$ cat src/rtl/clock_unit_defines.vh
// Constants for the reset and clock unit register block.
// Assumes inclusion by bare name from the design files in rtl/.
`ifndef CLOCK_UNIT_DEFINES_VH
`define CLOCK_UNIT_DEFINES_VH

// ==========================================================
// Register offsets.
`define OFS_PLL_CONFIGURATION     8'h00
`define OFS_DIVIDER_CONFIGURATION 8'h04
`define OFS_CLOCK_FLAG_STATUS     8'h08
`define OFS_CLOCK_CONTROL         8'h0c
`define OFS_INTERRUPT_MASK        8'h10
`define OFS_WRITE_PROTECT         8'h14

// ==========================================================
// Reset values.
`define RST_PLL_CONFIGURATION     16'h03c7
`define RST_DIVIDER_CONFIGURATION 16'h0000
`define RST_FLAG_HARD             16'h0020
`define RST_FLAG_SOFT             16'h0021
`define RST_FLAG_WATCHDOG         16'h0022

// ==========================================================
// Field positions.
`define BIT_LOCK        15
`define BIT_AUTO_REVERT 14
`define BIT_POWER_DOWN  9
`define BIT_SKIP        8
`define BIT_UNLOCK_EVT  14
`define BIT_REF_HALVE_F 6
`define BIT_SKIP_F      5
`define BIT_IDLE_F      4
`define BIT_SLOW_F      3
`define BIT_WDG_F       1
`define BIT_SOFT_F      0
`define BIT_SOFT_RESET  3
`define BIT_REF_HALVE   2
`define BIT_IDLE        1
`define BIT_SLOW        0
`define BIT_DISK_SEL    2

// ==========================================================
// Reset cause codes.
`define CAUSE_HARD     2'h0
`define CAUSE_SOFT     2'h1
`define CAUSE_WATCHDOG 2'h2

// ==========================================================
// Timing: settle time of a mux switch before its flag follows.
`define SWITCH_TIME_NS     20
`define CLOCK_PERIOD_NS    5
`define SWITCH_CYCLES      ((`SWITCH_TIME_NS + `CLOCK_PERIOD_NS - 1) / `CLOCK_PERIOD_NS)
`define SWITCH_CNT_W       3
// Last count of the settle window, SWITCH_CYCLES - 1 at the counter width.
`define SWITCH_LAST_COUNT  3'h3

`endif

$ cat src/rtl/mux_switch_tracker.v
// One clock mux request and its confirmed state.
// Assumes the request is synchronous; the confirmed state follows a stable
// request only after a settle window, mimicking a glitch-free switch.
`timescale 1ns/1ps
`default_nettype none
`include "clock_unit_defines.vh"

module mux_switch_tracker
(
  input  wire clock,
  input  wire reset_n,
  input  wire resetState,
  input  wire request,
  output reg  actual
);

  reg [`SWITCH_CNT_W-1:0] count_reg;

  // ==========================================================
  // Settle counter: restart on any request change, commit at the end.
  always @(posedge clock or negedge reset_n)
  begin
    if (!reset_n)
    begin
      count_reg <= {`SWITCH_CNT_W{1'b0}};
      actual    <= 1'b0;
    end
    else if (request == actual)
    begin
      count_reg <= {`SWITCH_CNT_W{1'b0}};
    end
    else if (count_reg == `SWITCH_LAST_COUNT)
    begin
      count_reg <= {`SWITCH_CNT_W{1'b0}};
      actual    <= request;
    end
    else
    begin
      count_reg <= count_reg + 1'b1;
    end
  end

  // The reset value input is unused at asynchronous reset on purpose.
  wire unusedReset = resetState;

endmodule
`default_nettype wire

$ cat src/rtl/pll_clock_reset_control_regs.v
// Register block of the reset and clock unit: PLL setup, dividers, flags.
// Assumes a plain single-cycle register port and a PLL lock input in sync.
//
// Local design decision: the address-and-strobe port.
`timescale 1ns/1ps
`default_nettype none
`include "clock_unit_defines.vh"

module pll_clock_reset_control_regs
(
  input  wire        clock,
  input  wire        reset_n,
  input  wire [1:0]  resetCause,
  input  wire [7:0]  address,
  input  wire [15:0] writeData,
  input  wire        writeStrobe,
  input  wire        readStrobe,
  output reg  [15:0] readData,
  input  wire        pllLocked,
  output reg         softResetRequest,
  output wire        pllPowerDown,
  output wire [5:0]  multiplierField,
  output wire [1:0]  outputDividerField,
  output wire [1:0]  peripheralDivider,
  output wire        diskClockSelect,
  output wire        refHalveSelect,
  output wire        useReferenceClock,
  output wire        idleSelect,
  output wire        slowSelect,
  output wire        stopEnable,
  output wire        lockRequest,
  output wire        unlockRequest
);

  reg  [15:0] pllConfiguration_reg;
  reg  [2:0]  dividerConfiguration_reg;
  reg  [2:0]  clockControl_reg;
  reg         lockEvent_reg;
  reg         unlockEvent_reg;
  reg  [1:0]  causeFlags_reg;
  reg  [1:0]  causeSeen_reg;
  reg         causeCaught_reg;
  reg         lockPrev_reg;
  reg         writeUnlock_reg;
  reg  [1:0]  maskEvents_reg;
  reg         maskStop_reg;
  reg         pllSelected_reg;
  reg  [15:0] readData_next;
  wire        lockView;
  wire        protectedWrite;
  wire        lockRise;
  wire        lockFall;
  wire        skipRequest;
  wire        skipActual;
  wire [2:0]  muxRequest;
  wire [2:0]  muxActual;

  // ==========================================================
  // Lock view and edge detection.
  // The lock input is forced low while powered down so a stale lock is never trusted.
  assign lockView = pllLocked & ~pllConfiguration_reg[`BIT_POWER_DOWN];
  assign lockRise = lockView & ~lockPrev_reg;
  assign lockFall = ~lockView & lockPrev_reg;

  // Write decode for the three protected registers.
  assign protectedWrite = writeStrobe & writeUnlock_reg &
                          ((address == `OFS_PLL_CONFIGURATION) |
                           (address == `OFS_DIVIDER_CONFIGURATION) |
                           (address == `OFS_CLOCK_CONTROL));

  // ==========================================================
  // PLL setup register.
  always @(posedge clock or negedge reset_n)
  begin
    if (!reset_n)
    begin
      pllConfiguration_reg <= `RST_PLL_CONFIGURATION;
    end
    else if (protectedWrite && address == `OFS_PLL_CONFIGURATION)
    begin
      pllConfiguration_reg <= {1'b0, writeData[14], 4'h0, writeData[9:0]};
    end
  end

  // Field outputs; the analog PLL interprets the codes as factors.
  assign pllPowerDown       = pllConfiguration_reg[`BIT_POWER_DOWN];
  assign outputDividerField = pllConfiguration_reg[7:6];
  assign multiplierField    = pllConfiguration_reg[5:0];

  // ==========================================================
  // Divider and control registers.
  always @(posedge clock or negedge reset_n)
  begin
    if (!reset_n)
    begin
      dividerConfiguration_reg <= 3'h0;
      clockControl_reg         <= 3'h0;
      softResetRequest         <= 1'b0;
    end
    else
    begin
      softResetRequest <= 1'b0;
      if (protectedWrite && address == `OFS_DIVIDER_CONFIGURATION)
      begin
        dividerConfiguration_reg <= writeData[2:0];
      end
      if (protectedWrite && address == `OFS_CLOCK_CONTROL)
      begin
        clockControl_reg <= writeData[2:0];
        softResetRequest <= writeData[`BIT_SOFT_RESET];
      end
    end
  end

  assign diskClockSelect   = dividerConfiguration_reg[`BIT_DISK_SEL];
  assign peripheralDivider = dividerConfiguration_reg[1:0];

  // ==========================================================
  // Unlock bit and interrupt mask.
  always @(posedge clock or negedge reset_n)
  begin
    if (!reset_n)
    begin
      writeUnlock_reg <= 1'b0;
      maskEvents_reg  <= 2'h0;
      maskStop_reg    <= 1'b0;
    end
    else
    begin
      if (protectedWrite)
      begin
        writeUnlock_reg <= 1'b0;
      end
      else if (writeStrobe && address == `OFS_WRITE_PROTECT)
      begin
        writeUnlock_reg <= writeData[0];
      end
      if (writeStrobe && address == `OFS_INTERRUPT_MASK)
      begin
        maskEvents_reg <= writeData[15:14];
        maskStop_reg   <= writeData[0];
      end
    end
  end

  assign stopEnable    = maskStop_reg;
  assign lockRequest   = lockEvent_reg & maskEvents_reg[1];
  assign unlockRequest = unlockEvent_reg & maskEvents_reg[0];

  // ==========================================================
  // Lock event flags; a set in the same cycle as a clear wins.
  always @(posedge clock or negedge reset_n)
  begin
    if (!reset_n)
    begin
      lockPrev_reg    <= 1'b0;
      lockEvent_reg   <= 1'b0;
      unlockEvent_reg <= 1'b0;
    end
    else
    begin
      lockPrev_reg <= lockView;
      if (lockRise)
      begin
        lockEvent_reg <= 1'b1;
      end
      else if (writeStrobe && address == `OFS_CLOCK_FLAG_STATUS && writeData[`BIT_LOCK])
      begin
        lockEvent_reg <= 1'b0;
      end
      if (lockFall)
      begin
        unlockEvent_reg <= 1'b1;
      end
      else if (writeStrobe && address == `OFS_CLOCK_FLAG_STATUS &&
               writeData[`BIT_UNLOCK_EVT])
      begin
        unlockEvent_reg <= 1'b0;
      end
    end
  end

  // ==========================================================
  // Reset cause capture: sampled once by a clocked process after release.
  always @(posedge clock or negedge reset_n)
  begin
    if (!reset_n)
    begin
      causeCaught_reg <= 1'b0;
      causeSeen_reg   <= 2'h0;
    end
    else if (!causeCaught_reg)
    begin
      causeCaught_reg <= 1'b1;
      causeSeen_reg   <= resetCause;
    end
  end

  // Cause flags are read only; bus writes never reach them.
  always @*
  begin
    causeFlags_reg = 2'h0;
    case (causeSeen_reg)
      `CAUSE_SOFT:     causeFlags_reg = 2'h1;
      `CAUSE_WATCHDOG: causeFlags_reg = 2'h2;
      default:         causeFlags_reg = 2'h0;
    endcase
  end

  // ==========================================================
  // System clock selection.
  // The PLL path is held while powered down, so clearing the skip bit then
  // changes nothing; after lock loss with auto revert it uses the reference until lock returns.
  always @(posedge clock or negedge reset_n)
  begin
    if (!reset_n)
    begin
      pllSelected_reg <= 1'b0;
    end
    else if (pllConfiguration_reg[`BIT_SKIP] || pllConfiguration_reg[`BIT_POWER_DOWN])
    begin
      pllSelected_reg <= 1'b0;
    end
    else if (lockFall && pllConfiguration_reg[`BIT_AUTO_REVERT])
    begin
      pllSelected_reg <= 1'b0;
    end
    else if (lockView)
    begin
      pllSelected_reg <= 1'b1;
    end
    else if (!pllConfiguration_reg[`BIT_AUTO_REVERT])
    begin
      pllSelected_reg <= pllSelected_reg;
    end
  end

  assign skipRequest       = ~pllSelected_reg;
  assign useReferenceClock = skipRequest;
  assign refHalveSelect    = clockControl_reg[`BIT_REF_HALVE];
  assign idleSelect        = clockControl_reg[`BIT_IDLE] & ~clockControl_reg[`BIT_SLOW];
  assign slowSelect        = clockControl_reg[`BIT_SLOW];
  assign muxRequest        = {refHalveSelect, idleSelect, slowSelect};

  // ==========================================================
  // Mux trackers: skip mux plus the three mode muxes.
  mux_switch_tracker skipTracker
  (
    .clock      (clock),
    .reset_n    (reset_n),
    .resetState (1'b1),
    .request    (pllSelected_reg),
    .actual     (skipActual)
  );

  genvar g;
  generate
    for (g = 0; g < 3; g = g + 1)
    begin : muxTrack
      mux_switch_tracker tracker
      (
        .clock      (clock),
        .reset_n    (reset_n),
        .resetState (1'b0),
        .request    (muxRequest[g]),
        .actual     (muxActual[g])
      );
    end
  endgenerate

  // ==========================================================
  // Read mux; unmapped addresses read zero.
  always @*
  begin
    readData_next = 16'h0000;
    case (address)
      `OFS_PLL_CONFIGURATION:
        readData_next = {lockView, pllConfiguration_reg[14:0]};
      `OFS_DIVIDER_CONFIGURATION:
        readData_next = {13'h0000, dividerConfiguration_reg};
      `OFS_CLOCK_FLAG_STATUS:
        readData_next = {lockEvent_reg, unlockEvent_reg, 7'h00,
                         muxActual[2], ~skipActual, muxActual[1], muxActual[0],
                         1'b0, causeFlags_reg};
      `OFS_CLOCK_CONTROL:
        readData_next = {13'h0000, clockControl_reg};
      `OFS_INTERRUPT_MASK:
        readData_next = {maskEvents_reg, 13'h0000, maskStop_reg};
      `OFS_WRITE_PROTECT:
        readData_next = {15'h0000, writeUnlock_reg};
      default:
        readData_next = 16'h0000;
    endcase
  end

  // Read data register: valid only in the cycle after the strobe.
  always @(posedge clock or negedge reset_n)
  begin
    if (!reset_n)
    begin
      readData <= 16'h0000;
    end
    else if (readStrobe)
    begin
      readData <= readData_next;
    end
    else
    begin
      readData <= 16'h0000;
    end
  end

endmodule
`default_nettype wire

$ cat config.mk
export PLATFORM = sky130hd
export DESIGN_NAME = pll_clock_reset_control_regs
export DESIGN_NICKNAME = d
export VERILOG_FILES = /design/src/rtl/mux_switch_tracker.v /design/src/rtl/pll_clock_reset_control_regs.v
export VERILOG_INCLUDE_DIRS = /design/src /design/src/rtl
export SDC_FILE = /design/constraint.sdc
export NUM_CORES = 1
export LEC_CHECK = 0
export BUFFER_PORTS_ARGS = -buffer_cell sky130_fd_sc_hd__buf_2
export CAP_MARGIN = 10
export CORE_UTILIZATION = 52
export DETAILED_ROUTE_END_ITERATION = 10
export PLACE_DENSITY = 0.8
export SETUP_SLACK_MARGIN = 0.2
export SYNTH_ARGS = -nofsm -noshare
export SYNTH_HDL_FRONTEND = slang
export SYNTH_HIERARCHICAL = 1
export SYNTH_SLANG_ARGS = --single-unit
$ cat constraint.sdc
create_clock -name clock -period 1.6 [get_ports clock]
set_input_delay 0.08 -clock clock [delete_from_list [all_inputs] [get_ports clock]]
set_output_delay 0.08 -clock clock [all_outputs]
set_load 0.01 [all_outputs]
### Word level (Yosys, flattened, before mapping)

Cells that the tools add are included.

| cells by class | value |
|---|---|
| reduce and logical (&&, ||, !) cells | 19 |
| multiplexer cells | 21 |
| bitwise operators | 20 |
| equal/unequal tests | 15 |
| add/subtract/negate cells | 4 |

Operators with widths:

| kind | count |
|---|---|
| 16-bit case mux with 6 select lines | 1 |
| 3-bit 2-to-1 mux | 8 |
| 8-bit by 4-bit equality test with 1-bit output, second input constant | 2 |
| 8-bit by 5-bit equality test with 1-bit output, second input constant | 2 |
| 16-bit 2-to-1 mux | 1 |
| 3-bit by 1-bit adder with 3-bit output, second input constant | 4 |
| 3-bit by 2-bit equality test with 1-bit output, second input constant | 4 |
| 1-bit 2-to-1 mux | 10 |
| 1-bit NOT | 10 |
| 1-bit logical AND | 9 |
| 1-bit AND | 8 |
| 8-bit by 3-bit equality test with 1-bit output, second input constant | 1 |
| 8-bit logical NOT | 1 |
| 2-bit AND reduction | 4 |
| 2-bit nonzero test | 3 |
| 1-bit equality test | 4 |
| 2-bit case mux with 2 select lines | 1 |
| 3-bit nonzero test | 1 |
| 2-bit by 1-bit equality test with 1-bit output, second input constant | 1 |
| 2-bit equality test, second input constant | 1 |
| 1-bit bitwise OR | 2 |
| 1-bit logical OR | 1 |

| storage, ports and cells | value |
|---|---|
| register bits after elaboration | 61 |
| input bits | 31 |
| word-level logic and storage cells | 101 |

### Depth between registers and ports, before layout

Gate-level depths: netlist of the first run.

| logic depth | value |
|---|---|
| depth after elaboration | 7 |
| gate-level depth with buffers | 6 |

### Hierarchy

Netlist of the first run, hierarchy kept.

Modules (own cells, without submodules):

| module | instances | cells an instance | sequential area each (um^2) | area an instance (um^2) |
|---|---|---|---|---|
| pll_clock_reset_control_regs | 1 | 152 | 1034.7 | 1898.1 |
| mux_switch_tracker | 4 | 11 | 100.1 | 166.4 |

### Worst setup path after synthesis of the first run

No wires, ideal clock.

| timing path | value |
|---|---|
| path kind | input-to-reg |
| start point | in address[4] |
| end point | reg pllConfiguration_reg[14] |
| stages on the path | 5 |
| data required time | 1.475 ns |
| path slack | 0.121 ns |
| arrival | 1.354 ns |
| buffers on the path | 1 |
| cell sequence | or4_4 -> nor4_4 -> nand2_2 -> buf_6 -> mux2_4 |

| between the ends | value |
|---|---|
| longest elaborated chain between the ends | 5 |
| elaborated cells on any way between the ends | 7 |
| those cells by class | 2 x eq/ne; 3 x bitwise; 2 x reduce/logical |

RTL lines:

| element | line | text |
|---|---|---|
| start: declaration | pll_clock_reset_control_regs.v:14 | `input wire [7:0] address,` |
| 8-bit by 3-bit equality test with 1-bit output or 8-bit logical NOT (tied branches) | -- |  |
| 1-bit bitwise OR (2 in a row) | pll_clock_reset_control_regs.v:67 | `` ((address == `OFS_PLL_CONFIGURATION) \| `` |
| 1-bit AND | pll_clock_reset_control_regs.v:66 | `assign protectedWrite = writeStrobe & writeUnlock_reg &` |
| 1-bit logical AND (no line) * | -- |  |
| end signal: assignment | pll_clock_reset_control_regs.v:77 | `` pllConfiguration_reg <= `RST_PLL_CONFIGURATION; `` |
| end signal: assignment | pll_clock_reset_control_regs.v:81 | `pllConfiguration_reg <= {1'b0, writeData[14], 4'h0, writeData[9:0]};` |
| end: declaration | pll_clock_reset_control_regs.v:35 | `reg [15:0] pllConfiguration_reg;` |

Every way passes the cells marked *; elsewhere a longest branch is shown, timed or not.
A chain may end at the register's enable or synchronous reset.

### Worst setup path in the final report of the first run

| timing path | value |
|---|---|
| start point | in address[6] |
| end point | reg dividerConfiguration_reg[1] |

| between the ends | value |
|---|---|
| longest elaborated chain between the ends | 5 |
| elaborated cells on any way between the ends | 7 |
| those cells by class | 2 x eq/ne; 3 x bitwise; 2 x reduce/logical |

RTL lines:

| element | line | text |
|---|---|---|
| 8-bit by 3-bit equality test with 1-bit output or 8-bit logical NOT (tied branches) | -- |  |
| 1-bit bitwise OR (2 in a row) | pll_clock_reset_control_regs.v:67 |  |
| 1-bit AND | pll_clock_reset_control_regs.v:66 |  |
| 1-bit logical AND (no line) * | -- |  |
| end signal: assignment | pll_clock_reset_control_regs.v:105 | `dividerConfiguration_reg <= writeData[2:0];` |
| end: declaration | pll_clock_reset_control_regs.v:36 | `reg [2:0] dividerConfiguration_reg;` |

Marked as above.

==> results of run 1 <==
-- power groups by stage --
stage	clock network [W]	logic [W]	registers, W
after floorplan	0	0.000121	0.00153
after global placement	0	0.000211	0.00154
after detailed placement	0	0.000218	0.00154
after CTS	0.00150	0.000239	0.00152
after global routing	0.00156	0.000263	0.00152
final	0.00147	0.000239	0.00152
-- cell type report --
type                    count  area, um2  area share, %
repair buffers             78      491.7          15.00
clock buffers               9      123.9          3.779
well taps                  67      83.83          2.557
clock inverters             7      93.84          2.863
inverters                   4      15.01         0.4580
flip-flops and latches     57       1435          43.78
multi-input cells         121       1035          31.56
-- metal layers --
layer | vias to the layer above | part of all wire, % | track usage, %
met5 | - | 0 | 0
met4 | 0 | 1.4 | 11.55
met3 | 7 | 4.2 | 4.167
met2 | 60 | 49 | 34.79
met1 | 861 | 46 | 27.48
li1 | 825 | - | -
-- critical path, cell delays in order --
cell and delay [ps]:
buf_2 110, or4_4 520, nor4_4 280, buf_4 210, nand3_4 100, mux2_4 320
-- synth_stat cells, types with 2 or more instances --
cell	instances
dfstp_2	7
nor2_1	11
a21oi_1	4
nand4_1	2
buf_4	12
nand2b_1	3
inv_1	3
conb_1	2
mux2_2	16
nand2_1	6
nand3_1	3
mux2i_1	6
buf_1	3
mux2_4	10
xnor2_1	4
nor2b_1	2
nor2b_4	4
nor4_1	2
dfrtp_1	50
nor3b_1	8
nor3_1	8
o21ai_0	2
and2_1	5
ha_1	4
-- cell families after synthesis --
group / share of synthesized area, %
compound gates: 3.759
flops: 55.98
simple gates: 15.03
other cells: 0.2929
fa+ha+maj: 2.343
buf+inv: 5.124
xor+xnor: 1.366
mux: 16.11
-- worst paths after layout --
| check | start | slack [ps] | to | depth (start not counted) |
|---|---|---|---|---|
| max in group asynchronous | reset_n | 1030 | pllConfiguration_reg[7] | 3 |
| max reg2reg | writeUnlock_reg | 230 | dividerConfiguration_reg[1] | 5 |
| min reg2reg | skipTracker/count_reg[0] | 460 | skipTracker/count_reg[0] | 1 |
| min in group asynchronous | reset_n | 250 | muxTrack[1].tracker/count_reg[1] | 3 |
| min | writeData[3] | 10 | pllConfiguration_reg[3] | 2 |
| max | address[6] | 210 | dividerConfiguration_reg[1] | 6 |
-- timing repair --
action | CTS | global route
endpoints found under the hold margin | 60 | 0
hold buffers | 10 | 0
resized for setup | 2 | 7
cloned | 0 | 0
pin swaps | 1 | 2
endpoints found under the setup margin | 11 | 11
-- metrics by stage --
step,utilization [%],worst slack (ps),power (W)
2_1_floorplan,-,121.0,0.001655
3_3_place_gp,61.83,-61.76,0.001750
3_5_place_dp,61.83,-85.61,0.001760
4_1_cts,68.77,215.6,0.003251
5_1_grt,69.40,151.9,0.003349
6_report,69.40,214.4,0.003230
==> metrics.yaml, run 1 <==
dp_hpwl_um: 3488
leakagePower_nw: 1.668
setup_viol: 0
post-route-period-util_pct: 86.60
cts_setup_buffers: 0
rsz0062_at_grt: "true"
root_buffer: "clkbuf_8"
p_comb_share_pct: 7.4
grt.overflow.total: 0
ys_types: 43
design_area_mm2: 0.003278
fmax_ghz: 0.7217
mostFrequentLayoutCells: "buf_2, dfrtp_1, mux2_2"
status: "finished clean"
coreArea_mm2: 0.004723
startpoint_type: "input port"
placed_cell_area_mm2: 0.002920
drcViolationCount: 0
cts_made_buffers: 9
syn_inst: 196
hold_path_class: "in2reg"
syn_area_mm2: 0.002564
p_switching_w: 0.0007531
ant_nets: 0
cp_data_arrival_time_ps: 1610
fin_cells: 343
die-area_mm2: 0.005215
power.internal_w: 0.002477
port_buffers: 58
end_kind: "flop"
ys_warn_count: 6
cap_violations: 0
diodes: 0
p_per_area_mw_per_mm2: 985.3
synthTopCellsByArea: "dfrtp_1, dfstp_2, mux2_2"
switching_share_pct: 23.32
synthArstFlopShare_pct: 100.0
synth_edf_count: 0
dp.cells: 317
syn_area_per_cell_um2: 13.08
clk_pin_slew_ps: 70
dr.first_iter.drc_count: 61
synth_seq_area_share_pct: 55.98
period_minus_slack_ps: 1386
fin_tns_setup_ps: 0
initial_core_util_pct: 54.28
numClockSinks: 57
largest_reg_flops: 12
vias: 1753
path_class: "in2reg"
finalMaxSlewViolations: 0
area_growth_pct: 27.87
clkPwrFrac_pct: 45.6
die_y_um: 72.22
grtUsageTotal_pct: 21.50
cp.required_ps: 1820
die_x_um: 72.22
worstSkewPairLatency_ps: 340
finalHoldViolations: 0
grt_start_max_net_pins: 58
yosysTopAreaCell: "dfrtp_1"
grt_pass1_wl_um: 8176
cts_buffer_depth: 2
gp_congestion: 0.7372
fill_cells: 342
grt_pass1_vias: 1720
timing.hold.ws_ps: 9.629
synth_top_area_share_pct: 48.80
seqPwrFrac_pct: 47.0
ys_seq_elements: 57
wl_per_cell_um: 15.33
core.rowCount: 25
cts_tree: "yes"
ir_worst_vdd_mv: 0.5374
cp_max_fo: 3
io_pins: 67
drtPass1Iterations: 4
layout-drive-gt1-share_pct: 46.74
h-tree-depth: 3
vias_per_cell: 5.111
yosys_most_used_dff: "dfrtp_1"
fin_worst_skew_ps: 7.126
layout_commonest_cell: "buf_2"
nets: 306
routed_wl_um: 5258
antenna_found_initial: 0
Note: power is estimated with default switching activity, not from simulation.
==> inputs of run 2 (changes only) <==
--- a/config.mk
+++ b/config.mk
@@ -8,9 +8,9 @@
 export LEC_CHECK = 0
 export BUFFER_PORTS_ARGS = -buffer_cell sky130_fd_sc_hd__buf_2
 export CAP_MARGIN = 10
-export CORE_UTILIZATION = 52
+export CORE_UTILIZATION = 47
 export DETAILED_ROUTE_END_ITERATION = 10
-export PLACE_DENSITY = 0.8
+export PLACE_DENSITY = 0.76
 export SETUP_SLACK_MARGIN = 0.2
 export SYNTH_ARGS = -nofsm -noshare
 export SYNTH_HDL_FRONTEND = slang
==> constraint.sdc (replaced) <==
create_clock -name clock -period 1.2 [get_ports clock]
set_input_delay 0.06 -clock clock [delete_from_list [all_inputs] [get_ports clock]]
set_output_delay 0.06 -clock clock [all_outputs]
set_load 0.01 [all_outputs]
==> run 2 against run 1 <==
Net effect:
- the run now ends with negative setup slack left
- clock skew down 0.78 ps
- first-iteration DRC count up 70%
- sequential power up 34%
- critical path depth unchanged
- via count up 9.3%
- critical endpoint is now pllConfiguration_reg[14]
- largest power group unchanged
- highest routed layer unchanged
==> metrics.yaml, run 2 (synthesis results as in run 1) <==
status: "finished with violations"
failed_checks: "negative setup slack"
coreArea_mm2: 0.005172  # +9.5%
layout_commonest_cell: "dfrtp_1"
grt.overflow.total: 0  # unchanged
routed_wl_um: 6068  # +15%
fmax_ghz: 0.7436
design_area_mm2: 0.003851  # +17%
end_kind: "flop"
clk_pin_slew_ps: 60  # about the same
multi_input_area_mm2: 0.001217  # +18%
worstHoldStart: "writeData[1]"
largest_reg_flops: 12  # unchanged
dp_hpwl_um: 3656  # +4.8%
cap_violations: 0  # unchanged
numClockSinks: 57  # unchanged
root_buffer: "clkbuf_8"
r2r_start: "writeUnlock_reg"
die_x_um: 75.86  # +5.0%
wl_per_cell_um: 15.84  # +3.4%
fill_cells: 306  # -11%
cts_made_buffers: 9  # unchanged
fin_worst_skew_ps: 6.343  # -0.7828 ps
drtPass1Iterations: 4  # unchanged
post-route-period-util_pct: 112.1
mostFrequentLayoutCells: "dfrtp_1, buf_2, buf_4"
port_buffers: 58  # unchanged
crit_start: "address[4]"
fin_cells: 383  # +12%
vias: 1916  # +9.3%
cp.required_ps: 1410  # -410 ps
p_per_area_mw_per_mm2: 1127  # +14%
cp_max_fo: 9  # +6
drcViolationCount: 0  # unchanged
crit_slowest_cell: "or4_4"
gp_congestion: 0.8340  # +13%
hold_path_class: "in2reg"
setup_ws_ps: -144.8  # -359.2 ps
placed_cell_area_mm2: 0.003058  # +4.7%
grt_pass1_wl_um: 8749  # +7.0%
ant_nets: 0  # unchanged
cp_data_arrival_time_ps: 1560  # -50 ps
startpoint_type: "input port"
die-area_mm2: 0.005754  # +10%
layout-drive-gt1-share_pct: 61.98  # +15 points
vias_per_cell: 5.003  # -2.1%
nets: 343  # +12%
die_y_um: 75.86  # +5.0%
core.rowCount: 26  # +4.0%
dp.cells: 329  # +3.8%
fin_tns_setup_ps: -2021  # -2021 ps
max_stage_delay_ps: 530  # about the same
cts_buffer_depth: 2  # unchanged
grtUsageTotal_pct: 21.87  # +0.36 points
leakagePower_nw: 1.887  # +13%
worstSkewPairLatency_ps: 330  # about the same
crit_family: "simple AND/OR/NAND/NOR gates"
h-tree-depth: 3  # unchanged
path_cells: "buf_6 -> or4_4 -> nor4_4 -> nand2_2 -> buf_12 -> mux2_4"
grt_pass1_vias: 1790  # +4.1%
area_growth_pct: 50.22
crit_buf_inv: 2  # unchanged
finalHoldViolations: 0  # unchanged
setup_viol: 20  # +20
dr.first_iter.drc_count: 104  # +70%
pre_cts_ws_ps: -450.0  # -364.4 ps
grt_start_max_net_pins: 58  # unchanged
path_class: "in2reg"
finalMaxSlewViolations: 0  # unchanged
regArea_mm2: 0.001439  # +0.26%
initial_core_util_pct: 49.56  # -4.7 points
diodes: 0  # unchanged
rsz0062_at_grt: "true"
io_pins: 67  # unchanged
ir_worst_vdd_mv: 0.6948  # +29%
cts_tree: "yes"
period_minus_slack_ps: 1345
antenna_found_initial: 0  # unchanged
## run 2: cell types whose count changed in the layout (fill, tap and decap cells not counted), sizes merged
cell	change
buf	+34
clkinvlp	-2
clkbuf	+5
clkinv	-1
inv	-1
bufinv	-1
dlygate4sd3	+3
## run 2: cell type report
type	count	share of cell area (%)
flip-flops and latches	57	37.36
well taps	70	2.274
clock inverters	2	0.9097
multi-input cells	121	31.61
inverters	4	0.3899
clock buffers	14	4.483
repair buffers	115	22.97
## run 2: path summary, 6_finish.rpt
kind | endpoint | slack [ps] | cells past startpoint
max | pllConfiguration_reg[14] | -140 | 6
min reg2reg | muxTrack[2].tracker/count_reg[0] | 450 | 1
max in group asynchronous | pllConfiguration_reg[9] | 640 | 3
min in group asynchronous | muxTrack[1].tracker/count_reg[2] | 260 | 3
min | pllConfiguration_reg[1] | 20 | 2
max reg2reg | pllConfiguration_reg[14] | -130 | 5
## run 2: power by group
part / switching (W) / leakage, nW / internal (W)
Clock: 0.000715 / 0.107 / 0.00113
Sequential: 0.0000459 / 0.737 / 0.00198
Combinational: 0.000208 / 1.04 / 0.000264
## run 2: timing repair
action | in CTS | in global routing
hold buffers | 13 | 0
buffers inserted | 18 | 7
gates resized for setup | 33 | 21
pin swaps | 12 | 11
setup endpoints to repair | 40 | 64
hold endpoints to repair | 64 | 0
## run 2: metrics by stage
step / total power (W) / hold slack (ps) / util (%)
global route: 0.004504 / 28.15 / 74.46
global placement: 0.002374 / 81.47 / 59.12
finish: 0.004341 / 22.95 / 74.46
floorplan: 0.002221 / -235.6 / -
CTS: 0.004275 / 11.88 / 71.50
detailed placement: 0.002381 / 89.39 / 59.12
## run 2: routing by layer
metal	global-route usage, %	part of all wire, %	vias up
met4	13.17	2.6	0
li1	-	-	899
met2	32.74	49	59
met3	4.630	4.6	13
met1	29.29	44	945
met5	0	0	-
==> inputs of run 3 (changes only) <==
--- a/config.mk
+++ b/config.mk
@@ -8,11 +8,12 @@
 export LEC_CHECK = 0
 export BUFFER_PORTS_ARGS = -buffer_cell sky130_fd_sc_hd__buf_2
 export CAP_MARGIN = 10
-export CORE_UTILIZATION = 47
+export CORE_UTILIZATION = 52
 export DETAILED_ROUTE_END_ITERATION = 10
-export PLACE_DENSITY = 0.76
+export PLACE_DENSITY = 0.8
 export SETUP_SLACK_MARGIN = 0.2
 export SYNTH_ARGS = -nofsm -noshare
 export SYNTH_HDL_FRONTEND = slang
 export SYNTH_HIERARCHICAL = 1
 export SYNTH_SLANG_ARGS = --single-unit
+export TNS_END_PERCENT = 5
==> constraint.sdc (replaced) <==
create_clock -name clock -period 1.51 [get_ports clock]
set_input_delay 0.0755 -clock clock [delete_from_list [all_inputs] [get_ports clock]]
set_output_delay 0.0755 -clock clock [all_outputs]
set_load 0.01 [all_outputs]
==> run 3 against run 2 <==
Net effect:
- the run now ends clean
- clock power shrank 16%
- clock skew grew 4.5 ps
- critical path depth is the same
- hold slack lost 11 ps
- total power shrank 21%
- via count shrank 9.3%
- combinational power shrank 46%
- largest cell class unchanged
- final cell count shrank 10%
- sequential power shrank 21%
- global-route usage grew 0.078 points
==> metrics.yaml, run 3 (synthesis results as in run 1) <==
grt.overflow.total: 0  # unchanged
dp_hpwl_um: 3436  # -6.0%
drtPass1Iterations: 4  # unchanged
switching_share_pct: 21.75  # -0.57 points
path_cells: "buf_2 -> or4_4 -> nor4_4 -> buf_4 -> nand3_2 -> mux2_2"
numClockSinks: 57  # unchanged
cap_violations: 0  # unchanged
core.rowCount: 25  # -3.8%
pre_cts_ws_ps: -206.3  # +243.7 ps
coreArea_mm2: 0.004723  # -8.7%
p_total_w: 0.003414  # -21%
min_delay_worst_endpoint: "pllConfiguration_reg[14]"
finalMaxSlewViolations: 0  # unchanged
cp_max_fo: 3  # -6
die_x_um: 72.22  # -4.8%
h-tree-depth: 3  # unchanged
crit_slowest_cell: "or4_4"
die-area_mm2: 0.005215  # -9.4%
drcViolationCount: 0  # unchanged
vias: 1737  # -9.3%
max_stage_delay_ps: 540  # about the same
multi_input_area_mm2: 0.001021  # -16%
regArea_mm2: 0.001435  # -0.26%
rsz0062_at_grt: "true"
cts_buffer_depth: 2  # unchanged
seqPwrFrac_pct: 47.1  # +0.4 points
hold_path_class: "in2reg"
p_comb_share_pct: 7.4  # -3.5 points
nets: 307  # -10%
crit_buf_inv: 2  # unchanged
ant_nets: 0  # unchanged
clk_pin_slew_ps: 70  # about the same
worstHoldPathCells: 2  # unchanged
fill_cells: 332  # +8.5%
cp_data_arrival_time_ps: 1600  # +40 ps
status: "finished clean"
cp.depth: 6  # unchanged
worstReg2RegEnd: "dividerConfiguration_reg[2]"
setup_ws_ps: 132.7  # +277.5 ps
cts_tree: "yes"
die_y_um: 72.22  # -4.8%
root_buffer: "clkbuf_8"
clkPwrFrac_pct: 45.5  # +3.1 points
layout-drive-gt1-share_pct: 45.13  # -17 points
io_pins: 67  # unchanged
worstHoldStart: "writeData[14]"
layout_commonest_cell: "buf_2"
cts_made_buffers: 9  # unchanged
path_class: "in2reg"
fmax_ghz: 0.7261
grt_start_max_net_pins: 58  # unchanged
worstSkewPairLatency_ps: 330  # about the same
routed_wl_um: 5063  # -17%
initial_core_util_pct: 54.28  # +4.7 points
crit_family: "simple AND/OR/NAND/NOR gates"
mostFrequentLayoutCells: "buf_2, dfrtp_1, mux2_2"
setup_viol: 0  # -100%
p_per_area_mw_per_mm2: 1044  # -7.4%
rrSetupSlack_ps: 140  # +270 ps
gp_congestion: 0.7415  # -11%
antenna_found_initial: 0  # unchanged
r2r_start: "writeUnlock_reg"
startpoint_type: "input port"
finalHoldViolations: 0  # unchanged
grt_pass1_vias: 1732  # -3.2%
largest_reg_flops: 12  # unchanged
p_switching_w: 0.0007424  # -23%
diodes: 0  # unchanged
end_kind: "flop"
post-route-period-util_pct: 91.21
leakagePower_nw: 1.673  # -11%
area_growth_pct: 27.53
reg2reg_depth: 5  # unchanged
period_minus_slack_ps: 1377
power.internal_w: 0.002672  # -21%
ir_worst_vdd_mv: 0.9759  # +40%
vias_per_cell: 5.049  # +0.94%
dr.first_iter.drc_count: 55  # -47%
crit_start: "address[4]"
grt_pass1_wl_um: 8286  # -5.3%
wl_per_cell_um: 14.72  # -7.1%
cp.required_ps: 1730  # +320 ps
fin_worst_skew_ps: 10.85  # +4.504 ps
port_buffers: 58  # unchanged
grtUsageTotal_pct: 21.95  # +0.078 points
[run 3: cell types whose count changed in the layout (fill, tap and decap cells not counted), moves of 4 or more]
cell and change:
buf_2 +12, buf_4 -25, buf_6 -21, ha_1 +4, ha_2 -4, mux2_2 +5
mux2_4 -5, nor3b_1 +6, nor3b_2 -6, xnor2_1 +4
[run 3: per-layer routing]
layer / vias to the layer above / part of all wire, % / global-route usage [%]
li1: 831 / - / -
met1: 845 / 44 / 27.27
met2: 53 / 50 / 35.51
met3: 8 / 4.0 / 4.861
met4: 0 / 1.9 / 12.64
met5: - / 0 / 0
[run 3: cell type report]
cell class,instances,area share [%]
Clock buffer,13,4.554
Timing Repair Buffer,79,15.31
Sequential cell,57,43.90
Multi-Input combinational cell,121,31.23
Tap cell,67,2.564
Clock inverter,3,1.990
Inverter,4,0.4592
[run 3: worst max path at each step]
stage	endpoint	slack [ps]
after global placement	dividerConfiguration_reg[1]	-100
after floorplan	pllConfiguration_reg[14]	40
after detailed placement	dividerConfiguration_reg[2]	-210
final	dividerConfiguration_reg[2]	130
after global routing	dividerConfiguration_reg[0]	80
after CTS	dividerConfiguration_reg[2]	120
[run 3: metrics by stage]
step                      std cells  cell area [um2]  utilization, %  hold WS, ps  setup TNS, ps
after floorplan                 199             2575               -       -220.1              0
after global placement          316             2925           61.93        94.55          -1003
after detailed placement        316             2925           61.93        98.15          -2045
after CTS                       344             3269           69.22        1.359              0
after global routing            344             3269           69.22        7.157              0
final                           344             3269           69.22        12.42              0
[run 3: timing repair]
action                                  CTS  global route
setup buffers                             1             0
gates resized for setup                   3             0
endpoints found under the setup margin   18            20
endpoints found under the hold margin    60             0
pin swaps                                 1             0
hold buffers                             11             0
[run 3: power groups by stage]
stage | combinational, W | clock, W | sequential (W)
final | 0.000253 | 0.00155 | 0.00161
after global routing | 0.000282 | 0.00164 | 0.00161
after CTS | 0.000255 | 0.00157 | 0.00161
after detailed placement | 0.000231 | 0 | 0.00163
after global placement | 0.000226 | 0 | 0.00163
after floorplan | 0.000128 | 0 | 0.00163
